<file path="src/design/ebcr_pkg.sv">
/*
 * constants, field layouts and carrier types of the external bus
 * configuration register bank.
 * assumes a 32-bit ahb-lite register bus and a bus cycle sequencer
 * that reads the configuration carrier.
 */
// Notes on behaviour
// - width bit one: area is 8-bit
// - width bit zero: area is 16-bit
// - state bit: zero two-state, one three-state
// - state bits meaningless in single-chip mode
// - state register resets to ff
// - wait control resets to f3
// - wait control upper nibble reads ones
// - bits 3:2 select the wait mode
// - bits 1:0 give 0 to 3 waits
// - enable bit zero: pin wait mode 0
// - wait enable register resets to ff
// - wait enables meaningless in single-chip mode
// - cleared address bits make pins upper address
// - address bits locked outside modes 3,4,6
// - release register bits 4:1 read ones
// - release bit zero: bus never released
// - release register resets to fe
// - select enable bit drives area select output
// - select register ignores writes in single-chip mode
// - select register resets to 0f
package ebcr_pkg;

   ////////////////////////////////////////////////////////////////////
   // register byte offsets on the bus
   localparam logic [7:0] OFF_AREA_WIDTH = 8'h00;
   localparam logic [7:0] OFF_ACCESS_STATE = 8'h04;
   localparam logic [7:0] OFF_WAIT_CONTROL = 8'h08;
   localparam logic [7:0] OFF_WAIT_ENABLE = 8'h0C;
   localparam logic [7:0] OFF_BUS_RELEASE = 8'h10;
   localparam logic [7:0] OFF_CHIP_SELECT = 8'h14;

   ////////////////////////////////////////////////////////////////////
   // values after reset and hardware standby
   localparam logic [7:0] RST_WIDTH_WIDE = 8'h00;
   localparam logic [7:0] RST_WIDTH_NARROW = 8'hFF;
   localparam logic [7:0] RST_ACCESS_STATE = 8'hFF;
   localparam logic [7:0] RST_WAIT_CONTROL = 8'hF3;
   localparam logic [7:0] RST_WAIT_ENABLE = 8'hFF;
   localparam logic [7:0] RST_BUS_RELEASE = 8'hFE;
   localparam logic [7:0] RST_CHIP_SELECT = 8'h0F;

   ////////////////////////////////////////////////////////////////////
   // field positions and fixed-one masks
   localparam int WAIT_MODE_LSB = 2;
   localparam int WAIT_COUNT_LSB = 0;
   localparam int ADDR_EN_LSB = 5;
   localparam int RELEASE_BIT = 0;
   localparam int SELECT_EN_LSB = 4;
   localparam logic [7:0] WCR_ONES = 8'hF0;
   localparam logic [7:0] BRC_ONES = 8'h1E;
   localparam logic [7:0] CSC_ONES = 8'h0F;
   localparam logic [7:0] BRC_ADDR_MASK = 8'hE0;
   localparam logic [7:0] BRC_REL_MASK = 8'h01;
   localparam logic [7:0] CSC_EN_MASK = 8'hF0;

   ////////////////////////////////////////////////////////////////////
   // operating modes
   localparam logic [2:0] MODE_2 = 3'h2;
   localparam logic [2:0] MODE_3 = 3'h3;
   localparam logic [2:0] MODE_4 = 3'h4;
   localparam logic [2:0] MODE_6 = 3'h6;
   localparam logic [2:0] MODE_SINGLE = 3'h7;

   // wait mode encodings
   typedef enum logic [1:0] {
      WAIT_PROGRAMMED = 2'b00,
      WAIT_NONE = 2'b01,
      WAIT_PIN_MODE1 = 2'b10,
      WAIT_PIN_AUTO = 2'b11
   } ebcr_wait_mode_t;

   // ahb-lite codes
   localparam logic [1:0] HTRANS_NONSEQ = 2'b10;
   localparam logic HRESP_OKAY = 1'b0;

   ////////////////////////////////////////////////////////////////////
   // configuration carried to the bus cycle sequencer
   typedef struct packed {
      logic [7:0] area_8bit;       // one: 8-bit area, zero: 16-bit
      logic [7:0] area_three_state; // one: three-state external access
      logic [7:0] area_wait_ctrl;  // wait controller active per area
      ebcr_wait_mode_t wait_mode;  // wait mode field
      logic [1:0] wait_count;      // wait states inserted
      logic [2:0] addr_hi_en;      // a23..a21 pin function selected
      logic bus_release_enable;    // external master may take the bus
      logic [3:0] upper_select_enables; // area 7..4 select outputs
   } ebcr_cfg_t;

   localparam ebcr_cfg_t CFG_RST = '{
      area_8bit: 8'hFF,
      area_three_state: 8'h00,
      area_wait_ctrl: 8'h00,
      wait_mode: WAIT_PROGRAMMED,
      wait_count: 2'h3,
      addr_hi_en: 3'h0,
      bus_release_enable: 1'b0,
      upper_select_enables: 4'h0
   };

endpackage

</file>
<file path="src/design/ebcr_regs.sv">
/*
 * external bus configuration register bank with an ahb-lite slave.
 * assumes a single ahb-lite master, mode and hardware standby pins
 * from outside the clock domain, and a bus sequencer on clk that
 * flags its cycles with bus_cycle_active.
 */
`timescale 1ns/100ps
module ebcr_regs
(
   input wire logic clk,
   input wire logic rst_b,
   input wire logic hsel,
   input wire logic [31:0] haddr,
   input wire logic [1:0] htrans,
   input wire logic hwrite,
   input wire logic [2:0] hsize,
   input wire logic [31:0] hwdata,
   input wire logic hready,
   output logic hreadyout,
   output logic hresp,
   output logic [31:0] hrdata,
   input wire logic [2:0] mode_pins,
   input wire logic hw_standby,
   input wire logic bus_cycle_active,
   output ebcr_pkg::ebcr_cfg_t cfg
);

   ////////////////////////////////////////////////////////////////////
   // pin synchronisers
   logic [2:0] mode_s1_q; // first stage, read only by second
   logic [2:0] mode_q; // synchronised operating mode
   logic stby_s1_q; // first stage, read only by second
   logic stby_q; // synchronised hardware standby
   logic init; // reset or hardware standby

   // two flops on the mode pins; they run through reset so that the
   // width reset value sees the mode held on the pins during reset
   always_ff @(posedge clk)
   begin
      mode_s1_q <= mode_pins;
      mode_q <= mode_s1_q;
   end

   // two flops on the standby pin, cleared by reset
   always_ff @(posedge clk)
   begin
      if (!rst_b)
      begin
         stby_s1_q <= 1'b0;
         stby_q <= 1'b0;
      end
      else
      begin
         stby_s1_q <= hw_standby;
         stby_q <= stby_s1_q;
      end
   end

   // software standby is not an input: registers simply keep their value
   assign init = !rst_b || stby_q;

   ////////////////////////////////////////////////////////////////////
   // mode decode
   logic mode_single; // single-chip mode
   logic mode_addr_ok; // upper address bits modifiable
   logic mode_wide_rst; // width register resets to 16-bit

   assign mode_single = (mode_q == ebcr_pkg::MODE_SINGLE);
   assign mode_addr_ok = (mode_q == ebcr_pkg::MODE_3) || (mode_q == ebcr_pkg::MODE_4) ||
      (mode_q == ebcr_pkg::MODE_6);
   assign mode_wide_rst = (mode_q == ebcr_pkg::MODE_2) || (mode_q == ebcr_pkg::MODE_4);

   ////////////////////////////////////////////////////////////////////
   // ahb-lite address and data phase
   logic acc; // address phase taken
   logic wr_pend_q; // write data phase in progress
   logic [7:0] wr_off_q; // offset of the pending write
   logic rd_acc; // read taken this cycle

   // zero-wait slave: every transfer takes one data phase cycle
   assign acc = hsel && hready && (htrans == ebcr_pkg::HTRANS_NONSEQ);
   assign rd_acc = acc && !hwrite;

   // remember a write until its data phase
   always_ff @(posedge clk)
   begin
      if (!rst_b)
      begin
         wr_pend_q <= 1'b0;
         wr_off_q <= 8'h00;
      end
      else
      begin
         wr_pend_q <= acc && hwrite;
         wr_off_q <= haddr[7:0];
      end
   end

   // the slave stretches only in reset, where hreadyout is low, and always answers okay
   always_ff @(posedge clk)
   begin
      if (!rst_b)
      begin
         hreadyout <= 1'b0;
         hresp <= ebcr_pkg::HRESP_OKAY;
      end
      else
      begin
         hreadyout <= 1'b1;
         hresp <= ebcr_pkg::HRESP_OKAY;
      end
   end

   ////////////////////////////////////////////////////////////////////
   // registers
   logic [7:0] width_q; // area width bits
   logic [7:0] width_d;
   logic [7:0] astate_q; // access state bits
   logic [7:0] astate_d;
   logic [3:0] wctl_q; // wait mode and count
   logic [3:0] wctl_d;
   logic [7:0] wen_q; // wait enable bits
   logic [7:0] wen_d;
   logic [7:0] brc_q; // bus release register, reserved bits kept one
   logic [7:0] brc_d;
   logic [7:0] csc_q; // chip select register, reserved bits kept one
   logic [7:0] csc_d;
   logic [7:0] wbyte; // written byte

   assign wbyte = hwdata[7:0];

   // next values: the write of the current data phase
   always_comb
   begin
      width_d = width_q;
      astate_d = astate_q;
      wctl_d = wctl_q;
      wen_d = wen_q;
      brc_d = brc_q;
      csc_d = csc_q;
      if (wr_pend_q)
      begin
         case (wr_off_q)
            ebcr_pkg::OFF_AREA_WIDTH: width_d = wbyte;
            ebcr_pkg::OFF_ACCESS_STATE: astate_d = wbyte;
            ebcr_pkg::OFF_WAIT_CONTROL: wctl_d = wbyte[3:0];
            ebcr_pkg::OFF_WAIT_ENABLE: wen_d = wbyte;
            ebcr_pkg::OFF_BUS_RELEASE:
            begin
               // release bit always writable, address bits per mode
               brc_d = (brc_q & ~ebcr_pkg::BRC_REL_MASK) |
                  (wbyte & ebcr_pkg::BRC_REL_MASK);
               if (mode_addr_ok)
               begin
                  brc_d = (brc_d & ~ebcr_pkg::BRC_ADDR_MASK) |
                     (wbyte & ebcr_pkg::BRC_ADDR_MASK);
               end
            end
            ebcr_pkg::OFF_CHIP_SELECT:
            begin
               // write ignored in single-chip mode
               if (!mode_single)
               begin
                  csc_d = (wbyte & ebcr_pkg::CSC_EN_MASK) | ebcr_pkg::CSC_ONES;
               end
            end
            default:
            begin
               // unmapped offset: write dropped
               width_d = width_q;
            end
         endcase
      end
   end

   // width register, reset value follows the mode
   always_ff @(posedge clk)
   begin
      if (init)
      begin
         width_q <= mode_wide_rst ? ebcr_pkg::RST_WIDTH_WIDE : ebcr_pkg::RST_WIDTH_NARROW;
      end
      else
      begin
         width_q <= width_d;
      end
   end

   // timing registers: state, wait control, wait enable
   always_ff @(posedge clk)
   begin
      if (init)
      begin
         astate_q <= ebcr_pkg::RST_ACCESS_STATE;
         wctl_q <= ebcr_pkg::RST_WAIT_CONTROL[3:0];
         wen_q <= ebcr_pkg::RST_WAIT_ENABLE;
      end
      else
      begin
         astate_q <= astate_d;
         wctl_q <= wctl_d;
         wen_q <= wen_d;
      end
   end

   // pin function registers: release and chip select
   always_ff @(posedge clk)
   begin
      if (init)
      begin
         brc_q <= ebcr_pkg::RST_BUS_RELEASE;
         csc_q <= ebcr_pkg::RST_CHIP_SELECT;
      end
      else
      begin
         brc_q <= brc_d | ebcr_pkg::BRC_ONES;
         csc_q <= csc_d;
      end
   end

   ////////////////////////////////////////////////////////////////////
   // read data, taken from next values so a write just before is seen
   logic [7:0] rd_byte; // selected register byte

   // read mux with fixed-one bits
   always_comb
   begin
      case (haddr[7:0])
         ebcr_pkg::OFF_AREA_WIDTH: rd_byte = width_d;
         ebcr_pkg::OFF_ACCESS_STATE: rd_byte = astate_d;
         ebcr_pkg::OFF_WAIT_CONTROL: rd_byte = ebcr_pkg::WCR_ONES | {4'h0, wctl_d};
         ebcr_pkg::OFF_WAIT_ENABLE: rd_byte = wen_d;
         ebcr_pkg::OFF_BUS_RELEASE: rd_byte = brc_d | ebcr_pkg::BRC_ONES;
         ebcr_pkg::OFF_CHIP_SELECT: rd_byte = csc_d;
         default: rd_byte = 8'h00;
      endcase
   end

   // data phase read data, zero outside reads
   always_ff @(posedge clk)
   begin
      if (!rst_b)
      begin
         hrdata <= 32'h0000_0000;
      end
      else
      begin
         hrdata <= rd_acc ? {24'h00_0000, rd_byte} : 32'h0000_0000;
      end
   end

   ////////////////////////////////////////////////////////////////////
   // configuration to the sequencer
   ebcr_pkg::ebcr_cfg_t cfg_w; // settings as programmed now
   logic [7:0] ext_three; // three-state areas in expanded modes

   // single-chip mode fixes on-chip timing, so state bits fall away
   assign ext_three = mode_single ? 8'h00 : astate_q;

   always_comb
   begin
      cfg_w.area_8bit = width_q;
      cfg_w.area_three_state = ext_three;
      // wait control only for three-state areas, never in single-chip
      cfg_w.area_wait_ctrl = ext_three & wen_q;
      cfg_w.wait_mode = ebcr_pkg::ebcr_wait_mode_t'(wctl_q[ebcr_pkg::WAIT_MODE_LSB +: 2]);
      cfg_w.wait_count = wctl_q[ebcr_pkg::WAIT_COUNT_LSB +: 2];
      // cleared enable bit selects the address function
      cfg_w.addr_hi_en = mode_addr_ok ? ~brc_q[ebcr_pkg::ADDR_EN_LSB +: 3] : 3'h0;
      cfg_w.bus_release_enable = brc_q[ebcr_pkg::RELEASE_BIT];
      cfg_w.upper_select_enables = csc_q[ebcr_pkg::SELECT_EN_LSB +: 4];
   end

   // settings only move between external bus cycles
   always_ff @(posedge clk)
   begin
      if (init)
      begin
         cfg <= ebcr_pkg::CFG_RST;
      end
      else if (!bus_cycle_active)
      begin
         cfg <= cfg_w;
      end
   end
endmodule // ebcr_regs

</file>
<file path="config.mk">
export PLATFORM = sky130hd
export DESIGN_NAME = ebcr_regs
export DESIGN_NICKNAME = d
export VERILOG_FILES = /design/src/design/ebcr_pkg.sv /design/src/design/ebcr_regs.sv
export SDC_FILE = /design/constraint.sdc
export NUM_CORES = 1
export LEC_CHECK = 0
export BUFFER_PORTS_ARGS = -buffer_cell sky130_fd_sc_hd__buf_2
export CORE_MARGIN = 10
export CORE_UTILIZATION = 40
export DETAILED_ROUTE_END_ITERATION = 10
export PLACE_DENSITY = 0.67
export SETUP_SLACK_MARGIN = 0.4
export SLEW_MARGIN = 10
export SYNTH_ARGS = -nofsm -noshare
export SYNTH_HDL_FRONTEND = slang
export SYNTH_SLANG_ARGS = --single-unit
</file>
<file path="constraint.sdc">
create_clock -name clk -period 2.74 [get_ports clk]
set_input_delay 0 -clock clk [delete_from_list [all_inputs] [get_ports clk]]
set_output_delay 0 -clock clk [all_outputs]
set_load 0.005 [all_outputs]
</file>
==> impl_metrics.env, run 1 <==
export IMPL_status="completed"
export IMPL_grt_usage_pct=14.4
export IMPL_pin_count=149
export IMPL_row_count=36
export IMPL_layout_commonest_cell="dfxtp_1"
export IMPL_ys_seq_elements=102
export IMPL_cts_sinks=102
export IMPL_slew_headroom_pct=43.8
export IMPL_fin_setup_tns_ns=0
export IMPL_fp_dieW_um=121
export IMPL_fp_dieArea_um2=14700
export IMPL_p_leak_nw=2.08
export IMPL_drt_iter0_markers=229
export IMPL_synth_async_reset_ratio_pct=0
export IMPL_grt_pass1_vias=3430
export IMPL_cts_made_buffers=9
export IMPL_synth_cell_types=56
export IMPL_hold_viol_final=0
export IMPL_yosysSeqAreaShare_pct=49.7
export IMPL_clock_skew_ns=0.0109
export IMPL_drive_above_1_share_pct=20.5
export IMPL_hold_path_class="primary input to register"
export IMPL_grt_pass1_wl_um=17200
export IMPL_final_cell_mix="dfxtp_1 (102), buf_2 (72), mux2i_1 (47)"
export IMPL_worstMarginPinSlew_ns=0.843
export IMPL_maxCapViolations=0
export IMPL_die_height_um=121
export IMPL_finalCritPeriodShare_pct=81.9
export IMPL_clkTransAtPathRegs_ns=0.09
export IMPL_cp_arrival_ns=2.49
export IMPL_h_tree_depth=3
export IMPL_yosysWarnings=0
export IMPL_grt_max_degree=35
export IMPL_synth_edf_count=0
export IMPL_core_area_um2=9910
export IMPL_dr_total_vias=3280
export IMPL_syn_inst=425
export IMPL_synthToLayoutAreaGrowth_pct=20.8
export IMPL_drv_slew=0
export IMPL_antenna_found_initial=0
export IMPL_max_freq_mhz=446
export IMPL_port_buffer_count=72
export IMPL_holdWs_ns=0.0369
export IMPL_worst_slack_ns=0.496
export IMPL_clock_latency_ns=0.37
export IMPL_place_ws_ns=0.465
export IMPL_cp_start_kind="register"
export IMPL_synthFlopType="dfxtp_1"
export IMPL_grt_overflow=0
export IMPL_rsz0062_at_grt="no"
export IMPL_wl_per_cell_um=16.0
export IMPL_setup_viol=0
export IMPL_dp_hpwl_um=7680
export IMPL_synth_top_area_share_pct=49.7
export IMPL_final_antenna_net_count=0
export IMPL_avgSynthCellArea_um2=9.67
export IMPL_rr_worst_depth=5
export IMPL_cts_tree="yes"
export IMPL_power_total_mw=2.78
export IMPL_n_antenna_cell=0
export IMPL_holdPathStages=2
export IMPL_cts_root_buf="clkbuf_8"
export IMPL_end_kind="register"
export IMPL_vdd_drop_max_v=0.000407
export IMPL_start_util_pct=41.5
export IMPL_netlist_area_um2=4110
export IMPL_clock_path_buffers=2
export IMPL_powerDensity_nw_per_um2=560
export IMPL_place_congestion=0.910
export IMPL_criticalPathCategory="register to register"
export IMPL_yosysTopAreaCell="dfxtp_1"
export IMPL_drt_wl_total_um=10500
export IMPL_worst_path_max_fanout=5
export IMPL_viasPerCell=5.01
export IMPL_drc_errors=0
export IMPL_drtPass1Iterations=5
export IMPL_layout_min_cycle_time_ns=2.24
export IMPL_synth_top_cells_by_area="dfxtp_1 (50%), mux2i_1 (11%), buf_4 (4.8%)"
export IMPL_cp_data_required_time_ns=2.98
export IMPL_nNetsFinal=597
-- final cells by class --
type                            count  area, µm²
Fill cell                         966       4950
Inverter                            5       18.8
Tap cell                          133        166
Sequential cell                   102       2040
Multi-Input combinational cell    295       1860
Clock inverter                      4       55.1
Clock buffer                       11        141
Timing Repair Buffer              105        681
-- path summary, 6_finish.rpt --
check | slack (ns) | to | startpoint
setup / recovery | 0.50 | hrdata[0]$_SDFF_PN0_ | wr_off_q[5]$_SDFF_PN0_
hold / removal | 0.04 | wr_off_q[2]$_SDFF_PN0_ | haddr[2]
setup reg to reg | 0.50 | hrdata[0]$_SDFF_PN0_ | wr_off_q[5]$_SDFF_PN0_
hold reg to reg | 0.33 | mode_q[0]$_DFF_P_ | mode_s1_q[0]$_DFF_P_
-- cells by family after synthesis --
| family | Yosys count | synth area share, % |
|---|---|---|
| other cells | 1 | 0.0913 |
| mux | 49 | 12.0 |
| flops | 102 | 49.7 |
| buf+inv | 52 | 7.31 |
| compound gates | 66 | 10.8 |
| simple gates | 153 | 19.7 |
| xor+xnor | 2 | 0.427 |
-- synthesized netlist by cell type, types with 2 or more instances --
master / number
dfxtp_1: 102
mux2i_1: 47
nand2_1: 44
nor2_1: 43
buf_4: 26
a21oi_1: 19
clkbuf_1: 19
and2_1: 12
nand3_1: 10
nor3b_1: 8
o21ai_0: 8
a31oi_1: 6
inv_1: 5
o22a_1: 5
or3_1: 5
o22ai_1: 4
a21o_1: 3
a2bb2oi_1: 3
nand2b_1: 3
nand4_1: 3
nor2b_1: 3
nor3_4: 3
nor4_1: 3
o21a_1: 3
a221o_1: 2
mux2_2: 2
nor3_1: 2
nor3_2: 2
nor4b_1: 2
o31a_1: 2
-- per-layer routing --
layer / up-vias / track usage (%) / wire length (µm) / part of all wire [%]
li1: 1627 / - / - / -
met1: 1517 / 17.1 / 4380 / 42
met2: 127 / 23.9 / 5030 / 48
met3: 9 / 5.17 / 941 / 9.0
met4: 0 / 4.32 / 95 / 0.91
met5: - / 0 / 0 / 0
-- report_power, final --
group	switching (mW)	internal, mW	total (mW)
clock network	0.507	0.450	0.957
registers	0.0328	1.54	1.57
logic	0.145	0.112	0.256
-- sequential cells by signal, summed over array words and instances, names as in the netlist --
signal and flops:
astate_q 8, csc_q 8, wctl_q 4, wen_q 8, hreadyout 1, mode_q 3, cfg 36, brc_q 4
wr_off_q 8, stby_s1_q 1, width_q 8, stby_q 1, hrdata 8, wr_pend_q 1, mode_s1_q 3
-- worst max-delay path, stage by stage, from the launching register on --
cell      delay, ns
dfxtp_1        0.33
or4_4          0.60
nor3_4         0.36
mux2_2         0.40
a221oi_1       0.31
a21oi_1        0.12
-- through the flow --
stage | instance area [µm²] | util [%] | instances
floorplan | 4200 | - | 449
global placement | 4490 | 45.3 | 613
detailed placement | 4490 | 45.3 | 613
CTS | 4930 | 49.7 | 652
global route | 4960 | 50.1 | 655
finish | 4960 | 50.1 | 655
-- timing repair --
item / CTS / global route
hold buffers: 24 / 0
resized for setup: 0 / 1
buffers inserted: 0 / 3
endpoints found under the setup margin: 0 / 5
endpoints found under the hold margin: 40 / 0
(Power assumes the default switching activity.)
==> run 2: changes to the inputs <==
ABC_AREA = 1   (was unset)
PLACE_DENSITY = 0.66   (was 0.67)
clock period = 2.4 ns   (was 2.74 ns; I/O delays follow)
==> run 2 against run 1 <==
Worst hold slack got worse by 0.015 ns. Count of clock-buffer cells in the layout increased by 1. Sequential cell count unchanged. Register-to-register slack improved by 0.17 ns. Synthesized area increased by 9.0%. Critical endpoint is now hrdata[5]$_SDFF_PN0_.
==> impl_metrics.env, run 2 <==
export IMPL_worst_path_max_fanout=12
export IMPL_cts_root_buf="clkbuf_8"
export IMPL_cp_start_kind="register"
export IMPL_yosysWarnings=0
export IMPL_cts_made_buffers=9
export IMPL_grt_pass1_wl_um=19100
export IMPL_final_cell_mix="nand2_1 (175), dfxtp_1 (102), nand3_1 (77)"
export IMPL_crit_top_cell="nand3_1"
export IMPL_finalCritPeriodShare_pct=72.2
export IMPL_pin_count=149
export IMPL_syn_inst=615
export IMPL_synthToLayoutAreaGrowth_pct=18.1
export IMPL_fp_dieW_um=126
export IMPL_clock_path_buffers=2
export IMPL_core_area_um2=10900
export IMPL_reg2reg_setup_slack_ns=0.67
export IMPL_slew_headroom_pct=58.6
export IMPL_row_count=38
export IMPL_netlist_area_um2=4480
export IMPL_hold_viol_final=0
export IMPL_setup_viol=0
export IMPL_wl_per_cell_um=13.6
export IMPL_holdWs_ns=0.0219
export IMPL_numPlacedInstances=812
export IMPL_antenna_found_initial=0
export IMPL_place_ws_ns=0.692
export IMPL_ys_seq_elements=102
export IMPL_final_antenna_net_count=0
export IMPL_cp_num_buf_inv=1
export IMPL_avgSynthCellArea_um2=7.28
export IMPL_rr_endpoint="hrdata[5]$_SDFF_PN0_"
export IMPL_maxCapViolations=0
export IMPL_rr_worst_depth=9
export IMPL_h_tree_depth=3
export IMPL_place_congestion=0.894
export IMPL_grt_usage_pct=14.5
export IMPL_cts_tree="yes"
export IMPL_clock_latency_ns=0.37
export IMPL_drc_errors=0
export IMPL_synth_edf_count=0
export IMPL_final_area_um2=5290
export IMPL_end_kind="register"
export IMPL_drt_wl_total_um=11600
export IMPL_largest_register="cfg"
export IMPL_synth_top_cells_by_area="dfxtp_1 (46%), nand2_1 (15%), nand3_1 (8.6%)"
export IMPL_start_util_pct=41.1
export IMPL_crit_slowest_cell="nor2_2"
export IMPL_grt_pass1_vias=3990
export IMPL_r2r_start="wr_off_q[2]$_SDFF_PN0_"
export IMPL_synth_cell_types=27
export IMPL_dp_hpwl_um=8570
export IMPL_stdcell_count=851
export IMPL_cts_setup_buffers=0
export IMPL_synth_top_area_share_pct=45.6
export IMPL_grt_max_degree=43
export IMPL_max_freq_mhz=577
export IMPL_ys_top_cells_by_count="nand2_1 (175), dfxtp_1 (102), nand3_1 (77), inv_1 (75), a21oi_1 (38)"
export IMPL_viasPerCell=4.66
export IMPL_vdd_drop_max_v=0.000258
export IMPL_cp_slowest_stage_delay_ns=0.44
export IMPL_p_leak_nw=2.79
export IMPL_cts_sinks=102
export IMPL_drt_iter0_markers=260
export IMPL_largest_reg_flops=36
export IMPL_yosysMostFrequentCell="nand2_1"
export IMPL_clock_skew_ns=0.00787
export IMPL_worst_slack_ns=0.667
export IMPL_rsz0062_at_grt="no"
export IMPL_synthFlopType="dfxtp_1"
export IMPL_nNetsFinal=785
export IMPL_yosysSeqAreaShare_pct=45.6
export IMPL_powerDensity_nw_per_um2=611
export IMPL_drive_above_1_share_pct=18.1
export IMPL_status="completed"
export IMPL_fp_dieArea_um2=15800
export IMPL_synth_async_reset_ratio_pct=0
export IMPL_n_antenna_cell=0
export IMPL_crit_path_start="wr_off_q[2]$_SDFF_PN0_"
export IMPL_cp_arrival_ns=1.97
export IMPL_dr_total_vias=3962
export IMPL_power_total_mw=3.23
export IMPL_placed_area_um2=4860
export IMPL_port_buffer_count=72
export IMPL_cp_data_required_time_ns=2.64
export IMPL_hold_path_class="primary input to register"
export IMPL_critical_path_depth=9
export IMPL_drtPass1Iterations=5
export IMPL_layout_commonest_cell="nand2_1"
export IMPL_final_util_pct=48.6
export IMPL_yosysTopAreaCell="dfxtp_1"
export IMPL_die_height_um=126
export IMPL_fill_cells=1136
export IMPL_worstMarginPinSlew_ns=0.620
export IMPL_crit_family="simple AND/OR/NAND/NOR gates"
export IMPL_grt_overflow=0
export IMPL_clkTransAtPathRegs_ns=0.09
export IMPL_fin_setup_tns_ns=0
export IMPL_drv_slew=0
export IMPL_criticalPathCategory="register to register"
export IMPL_crit_path_end="hrdata[5]$_SDFF_PN0_"
export IMPL_worstPathCellList="inv_2 > nor2_2 > nand3_1 > nor2_2 > nand2_1 > nand3_1 > nand3_1 > nor2_1 > nor2_1"
export IMPL_layout_min_cycle_time_ns=1.73
-- run 2: cell types whose count changed after synthesis, sizes merged, moves of 7 or more --
cell	change
clkbuf	-8
mux2i	-47
a21oi	+19
and2	-12
inv	+77
o21ai	+16
nand3	+71
nor3b	-8
nor2	+7
nand2	+140
-- run 2: worst min path at each step --
stage / start / to / slack [ns] / depth (start not counted)
global placement: mode_pins[1] / mode_s1_q[1]$_DFF_P_ / 0.10 / 1
finish: hwdata[1] / wctl_q[1]$_SDFF_PP1_ / 0.02 / 5
global route: hwdata[1] / wen_q[1]$_SDFF_PP1_ / 0.04 / 5
CTS: hwdata[1] / wctl_q[1]$_SDFF_PP1_ / 0.003 / 5
detailed placement: mode_pins[1] / mode_s1_q[1]$_DFF_P_ / 0.10 / 1
floorplan: rst_b / hreadyout$_DFF_P_ / 0.03 / 0
-- run 2: where the power goes --
part / total (mW) / switching [mW] / internal [mW]
Sequential: 1.79 / 0.0316 / 1.76
Combinational: 0.328 / 0.204 / 0.123
Clock: 1.11 / 0.590 / 0.518
Total: 3.23 / 0.826 / 2.40
-- run 2: layout make-up --
| type | count | area (µm²) | share of cell area, % |
|---|---|---|---|
| Inverter | 83 | 314 | 5.94 |
| Sequential cell | 102 | 2040 | 38.6 |
| Timing Repair Buffer | 98 | 613 | 11.6 |
| Clock buffer | 12 | 145 | 2.74 |
| Clock inverter | 4 | 55.1 | 1.04 |
| Tap cell | 140 | 175 | 3.31 |
| Multi-Input combinational cell | 412 | 1940 | 36.8 |
-- run 2: what timing repair did --
item	CTS	global route
resized for setup	0	0
hold buffers	23	0
endpoints found under the hold margin	15	0
-- run 2: kinds of logic (layout without fill, tap and decap cells) --
family / count (synthesis) / count (layout) / synth area share, %
AO/OA/AOI/OAI: 63 / 63 / 7.04
buffers and inverters: 125 / 197 / 13.1
flip-flops: 102 / 102 / 45.6
other: 1 / 25 / 0.0837
AND/OR/NAND/NOR: 324 / 324 / 34.2
-- run 2: routing by layer --
metal	part of all wire (%)	wire (µm)	track usage (%)
met3	7.6	885	5.12
met2	47	5420	24.2
met1	43	4980	16.6
met4	2.9	334	5.76
met5	0	0	0
-- run 2: worst min-delay path: cells and delay by family --
kind,cells,cell delay (ns)
buffers and inverters,2,0.16
AND/OR/NAND/NOR,3,0.19
==> run 3: changes to the inputs <==
PLACE_DENSITY = 0.68   (was 0.66)
clock period = 1.5 ns   (was 2.4 ns; I/O delays follow)
==> run 3 against run 2 <==
The run now ends with negative setup slack left. Global-route usage grew 1.3 points. Utilization is 8.8 points higher. Critical path depth is 1 higher. Count of clock-buffer cells in the layout stayed put. Maximum frequency up 12%. Register-to-register slack worse by 0.72 ns. First-iteration DRC count shrank 9.6%. Wire length grew 16%. Clock skew grew 0.0051 ns. Cell area grew 18%. Non-clock buffer count is 39 higher. Sequential share of layout area is 5.6 points lower. Critical endpoint is now hrdata[7]$_SDFF_PN0_. Largest cell class is now multi-input combinational cells.
==> impl_metrics.env, run 3 (synthesis results as in run 2) <==
export IMPL_n_antenna_cell=0
export IMPL_met2_usage_pct=28.1
export IMPL_grt_usage_pct=15.8
export IMPL_fp_dieArea_um2=15800
export IMPL_place_congestion=0.845
export IMPL_worst_slack_ns=-0.0532
export IMPL_core_area_um2=10900
export IMPL_seq_area_um2=2060
export IMPL_clock_path_buffers=2
export IMPL_largest_reg_flops=36
export IMPL_end_kind="register"
export IMPL_r2r_start="wr_off_q[1]$_SDFF_PN0_"
export IMPL_final_cell_mix="nand2_1 (133), dfxtp_1 (91), buf_2 (72)"
export IMPL_grt_overflow=0
export IMPL_start_util_pct=41.1
export IMPL_viasPerCell=4.82
export IMPL_top_usage_layer="met2"
export IMPL_clkTransAtPathRegs_ns=0.10
export IMPL_die_height_um=126
export IMPL_synthToLayoutAreaGrowth_pct=39.4
export IMPL_use_met3_pct=4.82
export IMPL_p_leak_nw=3.16
export IMPL_antenna_found_initial=0
export IMPL_clock_skew_ns=0.0130
export IMPL_finalCritPeriodShare_pct=104
export IMPL_criticalPathCategory="register to register"
export IMPL_reg2reg_setup_slack_ns=-0.05
export IMPL_grt_max_degree=37
export IMPL_layout_commonest_cell="nand2_1"
export IMPL_cts_made_buffers=9
export IMPL_port_buffer_count=72
export IMPL_row_count=38
export IMPL_cts_tree="yes"
export IMPL_grt_pass1_wl_um=20600
export IMPL_holdWs_ns=0.0350
export IMPL_fp_dieW_um=126
export IMPL_drtPass1Iterations=5
export IMPL_power_total_mw=5.19
export IMPL_maxCapViolations=0
export IMPL_cts_root_buf="clkbuf_8"
export IMPL_nNetsFinal=826
export IMPL_h_tree_depth=3
export IMPL_drc_errors=0
export IMPL_drt_wl_total_um=13500
export IMPL_cp_arrival_ns=1.85
export IMPL_fill_cells=1023
export IMPL_drt_iter0_markers=235
export IMPL_hold_viol_final=0
export IMPL_cp_start_kind="register"
export IMPL_worst_path_max_fanout=4
export IMPL_powerDensity_nw_per_um2=832
export IMPL_clock_latency_ns=0.38
export IMPL_rsz0062_at_grt="yes"
export IMPL_rr_endpoint="hrdata[7]$_SDFF_PN0_"
export IMPL_holdPathStages=5
export IMPL_setup_viol=6
export IMPL_grt_pass1_vias=4065
export IMPL_hold_start="hwdata[1]"
export IMPL_cts_sinks=102
export IMPL_final_antenna_net_count=0
export IMPL_dr_total_vias=4298
export IMPL_dp_hpwl_um=8900
export IMPL_pin_count=149
export IMPL_wl_per_cell_um=15.1
export IMPL_multi_input_area_um2=2400
export IMPL_max_freq_mhz=644
export IMPL_cp_data_required_time_ns=1.80
export IMPL_violations="negative setup slack"
export IMPL_largest_register="cfg"
export IMPL_gr_usage_met1_pct=17.7
export IMPL_rr_worst_depth=10
export IMPL_layout_min_cycle_time_ns=1.55
export IMPL_vdd_drop_max_v=0.000834
export IMPL_hold_end="width_q[1]$_DFF_P_"
export IMPL_hold_path_class="primary input to register"
export IMPL_drv_slew=0
export IMPL_drive_above_1_share_pct=37.0
export IMPL_status="finished, violations left"
==> run 3: cell count changes in the layout (fill, tap and decap cells not counted), sizes merged, moves of 2 or more <==
cell	delta
clkbuf	+2
clkinvlp	+2
inv	-2
buf	+36
clkinv	+2
==> run 3: area by class of cell <==
cell class                      instances  share of cell area, %
Inverter                               83                   5.23
Tap cell                              140                   2.81
Sequential cell                       102                   33.0
Clock inverter                          4                  0.361
Clock buffer                           12                   2.32
Timing Repair inverter                  1                  0.120
Timing Repair Buffer                  137                   17.6
Multi-Input combinational cell        413                   38.5
==> run 3: worst max path at each step <==
stage,from,end,slack [ns],depth (start not counted)
5_1_grt,wr_off_q[1]$_SDFF_PN0_,hrdata[7]$_SDFF_PN0_,-0.16,11
4_1_cts,wr_off_q[0]$_SDFF_PN0_,hrdata[7]$_SDFF_PN0_,-0.01,11
3_5_place_dp,wr_off_q[7]$_SDFF_PN0_,hrdata[5]$_SDFF_PN0_,-0.04,8
2_1_floorplan,wr_off_q[4]$_SDFF_PN0_,hrdata[6]$_SDFF_PN0_,0.23,11
3_3_place_gp,wr_off_q[7]$_SDFF_PN0_,hrdata[5]$_SDFF_PN0_,-0.02,8
6_report,wr_off_q[1]$_SDFF_PN0_,hrdata[7]$_SDFF_PN0_,-0.05,10
==> run 3: where the power goes <==
group,switching (mW),total [mW],internal (mW),leakage [nW]
registers,0.0531,2.87,2.82,0.843
clock network,0.950,1.59,0.643,0.0861
logic,0.418,0.729,0.311,2.23
==> run 3: per-stage QoR <==
stage,instance area [µm²],instances,utilization [%],setup slack (ns),setup TNS (ns)
finish,6240,892,57.4,-0.0532,-0.173
global route,6240,892,57.4,-0.163,-1.21
CTS,5720,875,52.5,-0.0105,-0.0251
detailed placement,5010,828,46.1,-0.0414,-0.0744
global placement,5010,828,46.1,-0.0238,-0.0367
floorplan,4600,639,-,0.227,0
==> run 3: what timing repair did <==
action / CTS / global route
gates resized for setup: 59 / 97
buffers inserted: 6 / 14
cloned: 3 / 2
hold buffers: 22 / 1
pin swaps: 21 / 46
hold endpoints to repair: 15 / 1
endpoints found under the setup margin: 80 / 79
==> run 3: critical path, stage by stage, from the launching register on <==
cell     delay, ns
dfxtp_2       0.34
nor2_4        0.18
nand2_2       0.11
nor2_4        0.18
buf_12        0.13
nand3_4       0.09
nand2_1       0.10
nand3_1       0.09
nand2_1       0.09
nor2_1        0.04
nor2_1        0.14
==> run 3: metal layers <==
layer	part of all wire (%)	vias up	wire (µm)
met2	50	141	6770
met1	40	1985	5440
li1	-	2139	-
met4	2.6	0	356
met3	6.8	33	912
met5	0	-	0
